==> src/rtl/snoop_params.svh <==
`ifndef SNOOP_PARAMS_SVH
`define SNOOP_PARAMS_SVH
// Sensor-bus channels watched by the readout port
`define MON_CH_A 2'd2
`define MON_CH_B 2'd3
// Analog channel zero request command code on the sensor bus
`define CMD_AN_ZERO 4'h0
// Readout word: [15:12] address, [11:2] data, [1] channel, [0] error
`define WORD_ADDR_MSB 15
`define WORD_DATA_MSB 11
`define WORD_CH_BIT 1
`define WORD_ERR_BIT 0
`define WORD_BITS 16
`define WORD_ZERO 16'h0000
`define QUEUE_DEPTH 4
`define QUEUE_PTR_BITS 2
`define QUEUE_CNT_BITS 3
`endif

==> src/rtl/snoop_pkg.sv <==
package snoop_pkg;
    // One decoded frame seen on a sensor-bus channel
    typedef struct packed {
        logic [1:0] chan;   // channel number 0..3
        logic is_cmd;       // 1 command frame, 0 response frame
        logic [3:0] addr;   // slave address
        logic [3:0] cmd;    // command code
        logic [9:0] data;   // response data
        logic err;          // bus error on this frame
    } bus_frame_t;

    typedef struct packed {
        logic [3:0] addr;
        logic [9:0] data;
        logic chan_b;
        logic err;
    } entry_t;

    typedef enum logic [2:0] {
        ST_IDLE = 3'b001,
        ST_SHIFT = 3'b010,
        ST_DONE = 3'b100
    } link_state_t;
endpackage : snoop_pkg
==> src/rtl/secondary_readout_port.sv <==
`timescale 1ns/1ps
`include "snoop_params.svh"
module secondary_readout_port (
    input wire logic core_clk,                  // 50 MHz system clock
    input wire logic arst_n,                    // Async reset, active low
    input wire logic frame_valid,               // Decoded frame strobe
    input wire snoop_pkg::bus_frame_t frame_in, // Any channel's frame
    input wire logic link_sclk,                 // Monitor serial clock pin
    input wire logic link_cs_n,                 // Monitor select pin, low active
    output logic link_miso,                     // Serial data out
    output logic link_miso_oe,                  // High while driving data
    output logic queue_full                     // Queue holds four entries
);
    // ==========================================================
    // Pin synchronisers
    // ==========================================================
    logic [1:0] sclk_sync, cs_sync;
    logic sclk_q;
    logic [1:0] next_sclk_sync, next_cs_sync;
    logic next_sclk_q;

    // Two flops per pin before use
    always_comb begin
        next_sclk_sync = {sclk_sync[0], link_sclk};
        next_cs_sync = {cs_sync[0], link_cs_n};
        next_sclk_q = sclk_sync[1];
    end

    always_ff @(posedge core_clk or negedge arst_n) begin
        if (!arst_n) begin
            sclk_sync <= 2'h0;
            cs_sync <= 2'h3;
            sclk_q <= 1'b0;
        end else begin
            sclk_sync <= next_sclk_sync;
            cs_sync <= next_cs_sync;
            sclk_q <= next_sclk_q;
        end
    end

    logic cs_act, sclk_rise, sclk_fall;
    assign cs_act = ~cs_sync[1];
    assign sclk_rise = sclk_sync[1] & ~sclk_q;
    assign sclk_fall = ~sclk_sync[1] & sclk_q;

    // ==========================================================
    // Snoop: watch channels, arm on request, capture response
    // ==========================================================
    logic [3:0] armed;      // per channel: request seen
    logic [3:0] arm_addr [4];
    logic [3:0] next_armed;
    logic [3:0] next_arm_addr [4];
    logic push;
    snoop_pkg::entry_t push_entry;
    logic watched;

    assign watched = (frame_in.chan == `MON_CH_A) ||
                     (frame_in.chan == `MON_CH_B);

    always_comb begin
        next_armed = armed;
        next_arm_addr = arm_addr;
        push = 1'b0;
        push_entry = '0;
        if (frame_valid && watched) begin
            if (frame_in.is_cmd) begin
                // A zero request re-arms with its address; any other command ends a pending capture
                next_armed[frame_in.chan] =
                    (frame_in.cmd == `CMD_AN_ZERO);
                next_arm_addr[frame_in.chan] = frame_in.addr;
            end else if (armed[frame_in.chan]) begin
                next_armed[frame_in.chan] = 1'b0;
                push = 1'b1;
                push_entry.addr = arm_addr[frame_in.chan];
                push_entry.chan_b = (frame_in.chan == `MON_CH_B);
                push_entry.err = frame_in.err;
                push_entry.data = frame_in.err ? 10'h000
                                               : frame_in.data;
            end
        end
    end

    always_ff @(posedge core_clk or negedge arst_n) begin
        if (!arst_n) begin
            armed <= 4'h0;
            for (int i = 0; i < 4; i++) begin
                arm_addr[i] <= 4'h0;
            end
        end else begin
            armed <= next_armed;
            arm_addr <= next_arm_addr;
        end
    end

    // ==========================================================
    // Queue of captured entries
    // ==========================================================
    snoop_pkg::entry_t q_mem [`QUEUE_DEPTH];
    logic [`QUEUE_PTR_BITS-1:0] wr_ptr, rd_ptr;
    logic [`QUEUE_CNT_BITS-1:0] count;
    snoop_pkg::entry_t next_q_mem [`QUEUE_DEPTH];
    logic [`QUEUE_PTR_BITS-1:0] next_wr_ptr, next_rd_ptr;
    logic [`QUEUE_CNT_BITS-1:0] next_count;
    logic next_queue_full;
    logic pop;
    logic do_push;

    // New captures are dropped when full: the oldest are kept
    assign do_push = push && (count != `QUEUE_CNT_BITS'(`QUEUE_DEPTH));

    always_comb begin
        next_q_mem = q_mem;
        next_wr_ptr = wr_ptr;
        next_rd_ptr = rd_ptr;
        next_count = count;
        if (do_push) begin
            next_q_mem[wr_ptr] = push_entry;
            next_wr_ptr = wr_ptr + 1'b1;
        end
        if (pop) begin
            next_rd_ptr = rd_ptr + 1'b1;
        end
        next_count = count + (do_push ? 3'h1 : 3'h0)
                           - (pop ? 3'h1 : 3'h0);
        next_queue_full = (next_count == `QUEUE_CNT_BITS'(`QUEUE_DEPTH));
    end

    always_ff @(posedge core_clk or negedge arst_n) begin
        if (!arst_n) begin
            for (int i = 0; i < `QUEUE_DEPTH; i++) begin
                q_mem[i] <= '0;
            end
            wr_ptr <= 2'h0;
            rd_ptr <= 2'h0;
            count <= 3'h0;
            queue_full <= 1'b0;
        end else begin
            q_mem <= next_q_mem;
            wr_ptr <= next_wr_ptr;
            rd_ptr <= next_rd_ptr;
            count <= next_count;
            queue_full <= next_queue_full;
        end
    end

    // ==========================================================
    // Serial output: 16 bits, MSB first, changed on falling edge
    // ==========================================================
    snoop_pkg::link_state_t state, next_state;
    logic [`WORD_BITS-1:0] shreg, next_shreg;
    logic [4:0] bits, next_bits;
    logic next_miso, next_miso_oe;
    logic [`WORD_BITS-1:0] load_word;

    // Empty queue gives zero; nothing is popped
    assign load_word = (count != 3'h0) ? `WORD_BITS'(q_mem[rd_ptr])
                                       : `WORD_ZERO;

    always_comb begin
        next_state = state;
        next_shreg = shreg;
        next_bits = bits;
        next_miso = link_miso;
        next_miso_oe = link_miso_oe;
        pop = 1'b0;
        case (state)
            snoop_pkg::ST_IDLE: begin
                next_miso_oe = 1'b0;
                next_miso = 1'b0;
                if (cs_act) begin
                    // Pop at select so the word is fixed for the frame
                    pop = (count != 3'h0);
                    next_shreg = load_word;
                    next_miso = load_word[`WORD_BITS-1];
                    next_miso_oe = 1'b1;
                    next_bits = 5'h0;
                    next_state = snoop_pkg::ST_SHIFT;
                end
            end
            snoop_pkg::ST_SHIFT: begin
                // Cut frame: release and park data low at once
                if (!cs_act) begin
                    next_state = snoop_pkg::ST_IDLE;
                    next_miso = 1'b0;
                    next_miso_oe = 1'b0;
                end else if (sclk_rise) begin
                    next_bits = bits + 5'h1;
                    if (bits == 5'(`WORD_BITS - 1)) begin
                        next_state = snoop_pkg::ST_DONE;
                    end
                end else if (sclk_fall && bits != 5'h0) begin
                    next_shreg = {shreg[`WORD_BITS-2:0], 1'b0};
                    next_miso = shreg[`WORD_BITS-2];
                end
            end
            snoop_pkg::ST_DONE: begin
                // Extra clocks read zero until deselect
                next_miso = 1'b0;
                if (!cs_act) begin
                    next_state = snoop_pkg::ST_IDLE;
                    next_miso_oe = 1'b0;
                end
            end
            default: begin
                next_state = snoop_pkg::ST_IDLE;
            end
        endcase
    end

    always_ff @(posedge core_clk or negedge arst_n) begin
        if (!arst_n) begin
            state <= snoop_pkg::ST_IDLE;
            shreg <= `WORD_ZERO;
            bits <= 5'h0;
            link_miso <= 1'b0;
            link_miso_oe <= 1'b0;
        end else begin
            state <= next_state;
            shreg <= next_shreg;
            bits <= next_bits;
            link_miso <= next_miso;
            link_miso_oe <= next_miso_oe;
        end
    end
endmodule : secondary_readout_port

==> config.mk <==
export PLATFORM = sky130hd
export DESIGN_NAME = secondary_readout_port
export DESIGN_NICKNAME = d
export VERILOG_FILES = /design/src/rtl/snoop_pkg.sv /design/src/rtl/secondary_readout_port.sv
export VERILOG_INCLUDE_DIRS = /design/src /design/src/rtl
export SDC_FILE = /design/constraint.sdc
export NUM_CORES = 1
export LEC_CHECK = 0
export ABC_CLOCK_PERIOD_IN_PS = 4300
export BUFFER_PORTS_ARGS = -buffer_cell sky130_fd_sc_hd__buf_2
export CAP_MARGIN = 40
export CORE_ASPECT_RATIO = 0.5
export CORE_MARGIN = 5
export CORE_UTILIZATION = 50
export DETAILED_ROUTE_END_ITERATION = 10
export MAX_ROUTING_LAYER = met4
export PLACE_DENSITY_LB_ADDON = 0.08
export SLEW_MARGIN = 30
export SYNTH_ARGS = -nofsm -noshare
export SYNTH_HDL_FRONTEND = slang
export SYNTH_SLANG_ARGS = --single-unit
export TNS_END_PERCENT = 5
==> constraint.sdc <==
create_clock -name core_clk -period 4.3 [get_ports core_clk]
set_input_delay 1.075 -clock core_clk [delete_from_list [all_inputs] [get_ports core_clk]]
set_output_delay 1.075 -clock core_clk [all_outputs]
set_load 0.02 [all_outputs]
==> summary.txt <==
register area - 3060 um2
fmax - 330 MHz
Vias - 3,385
most numerous cell in the Yosys netlist - dfrtp_1
H-tree depth - 4
met3 usage - 0.0518
Buf+Inv Stages, Crit Path - 3
CTS buffer count - 17
CTS root buf - clkbuf_16
Clk pwr share - 0.471
worst stage delay on the critical path - 0.64 ns
initial antenna violation count - 0
GR peak layer - met2
Final nets - 498
yosys warns - 0
post-synth top area cell - dfrtp_1
critical-path cell list - buf_2, mux4_2, and3_1, inv_1, ha_1, inv_1, ha_1, fa_1, xnor2_1, nor3b_1
maximum fanout along the worst path - 11
die span in x - 158 um
Yosys reg bits - 122
leakage - 2.94 nW
syn_nets - 472
Post-Route Skew - 0.0114 ns
Synth async-reset ratio - 1.00
DRT iter0 DRCs - 162
DR WL/cell - 17.5 um
Final Hold Slack - 0.354 ns
vias in the first global route - 3,777
GR Overflow Total - 0
Synth cell types - 47
Final min period - 3.03 ns
WP data required - 4.62 ns
sequential power share - 0.409
PwrDens - 501 nW/um2
switching share of power - 0.250
Slew Limit Fails - 0
commonest cells in the netlist - dfrtp_1 (119), nand2_1 (71), o21ai_0 (51), mux2_2 (40), mux4_2 (21)
IO Port Bufs - 29
first-pass GRT wire length - 18,800 um
dpl hpwl - 7170 um
status - complete, no violations
Synth Area per Inst - 12.6 um2
HP Class - flip-flop to flip-flop
core box area - 10,800 um2
# DRC - 0
post-synth top area share - 0.544
fraction of layout cells with a size suffix above 1 - 0.308
Cells after Synth - 435
post-synthesis sequential area ratio - 0.559
CP top delay family - adder cells
RePlAce Congestion - 0.769
Max-slew headroom - 0.601
TritonCTS clock tree - done
Critical Path Start Type - input pin
Setup Fix Bufs, Post-CTS - 0
Starting Density - 0.504
die area - 13,300 um2
Worst VDD drop - 0.202 mV
# fillers - 835
Pre-antenna DRT Iters - 4
RSZ-0062 raised after global routing - false
worst skew pair latency - 0.41 ns
Worst EP arrival - 3.35 ns
die height - 84.0 um
setup TNS - 0 ns
P&R area growth vs syn - 17.0%
slowest CP cell - mux4_2
met2 GRT Util - 0.284
Comb power frac - 0.120
Cell Area, Synth - 5470 um2
internal power - 2.40 mW
Switch Pwr - 0.803 mW
Clock Tree Buf Depth - 2
CTS clk-pin slew, worst paths - 0.05 ns
max cap viols - 0
Total GRT Usage - 0.188
PostCTS Resize Cnt - 0
M1 GR Usage - 0.248
Ports - 30
Post-synth top flop - dfrtp_1
Placement Rows - 27
vias per cell - 5.47
Sink Count - 122
largest net degree at the start of global routing - 68
crit end category - flip-flop
Slew @ Worst Pin - 0.596 ns
DRT antenna net count - 0
top post-synthesis cells by area - dfrtp_1 (54%), mux4_2 (8.6%), mux2_2 (8.2%)
critical path type - input pin to flip-flop
ANT cells - 0
final worst-path cycle share - 0.704
hold_buf cts - 0
Multi-input gate area - 2180 um2
Final Hold Vio Count - 0
final WL - 10,800 um
number of flops mapped to enable cells by yosys - 0
Final setup viols - 0
final timing paths:
kind	start	endpoint	slack, ns	cells after the start
min	sclk_sync[0]	sclk_sync[1]	0.35	0
max reg2reg	state[2]	queue_full	1.53	8
max in group asynchronous	arst_n	q_mem[6]	2.82	3
min in group asynchronous	arst_n	link_miso_oe	0.53	1
min reg2reg	sclk_sync[0]	sclk_sync[1]	0.35	0
max	frame_in[20]	queue_full	1.27	10
kinds of logic (layout without fill, tap and decap cells):
| family | after synthesis | after routing | synth area share |
|---|---|---|---|
| adders and majority gates | 10 | 10 | 0.0243 |
| muxes | 63 | 63 | 0.172 |
| and+or+nand+nor | 115 | 115 | 0.108 |
| xor gates and xnor gates | 7 | 7 | 0.0112 |
| AOI/OAI and AO/OA | 75 | 75 | 0.0835 |
| buffers and inverters | 43 | 82 | 0.0416 |
| DFF | 122 | 122 | 0.559 |
metal layers:
layer | share of wire | up-vias
met3 | 0.040 | 13
met4 | 0.012 | 0
met1 | 0.47 | 1726
met2 | 0.48 | 60
met5 | 0 | -
li1 | - | 1586
power groups by stage:
stage	clock network (mW)	logic, mW	registers (mW)
3_5_place_dp	0	0.387	1.34
4_1_cts	1.54	0.386	1.32
6_report	1.51	0.385	1.31
3_3_place_gp	0	0.330	1.36
2_1_floorplan	0	0.338	1.27
5_1_grt	1.59	0.423	1.33
flip-flops by register name (all words and copies together), names as in the netlist:
name,count
rd_ptr,2
count,3
sclk_sync,2
sclk_q,1
link_miso_oe,1
shreg,15
arm_addr,16
armed,4
state,3
bits,5
wr_ptr,2
queue_full,1
cs_sync,2
link_miso,1
q_mem,64
final cells by class:
cell class	count	area share
multi-input cells	270	0.342
repair buffers	39	0.0471
flip-flops and latches	122	0.478
clock inverters	10	0.0258
inverters	11	0.00646
well taps	145	0.0284
clock buffers	22	0.0726
worst reg2reg max path, cell delays in order, from the launching register on:
cell,delay (ns)
dfrtp_1,0.50
or4b_1,0.70
nor2_1,0.31
ha_1,0.19
inv_1,0.04
ha_1,0.18
fa_1,0.37
xnor2_1,0.20
nor3b_1,0.20
through the flow:
stage                     area [um2]  setup slack (ns)  power (mW)  cells  utilization
after global placement          5640             0.925        1.69    581        0.520
after detailed placement        5710             0.845        1.72    584        0.527
after global routing            6400              1.11        3.34    619        0.590
final                           6400              1.27        3.21    619        0.590
after floorplan                 5470              1.19        1.60    435            -
after CTS                       6340              1.27        3.24    616        0.585
cells in the final DEF, fill, tap and decap left out, drive strengths merged, types with 4 or more instances in the layout:
cell and count:
bufinv 4, buf 39, nor2 10, nand4 5, a22o 14, mux2 40, clkbuf 22, and3 4
ha 9, xor2 4, nand2 72, mux4 21, o21ai 52, nor3b 4, nor3 4, inv 12
dfrtp 119
(Power assumes the default switching activity.)
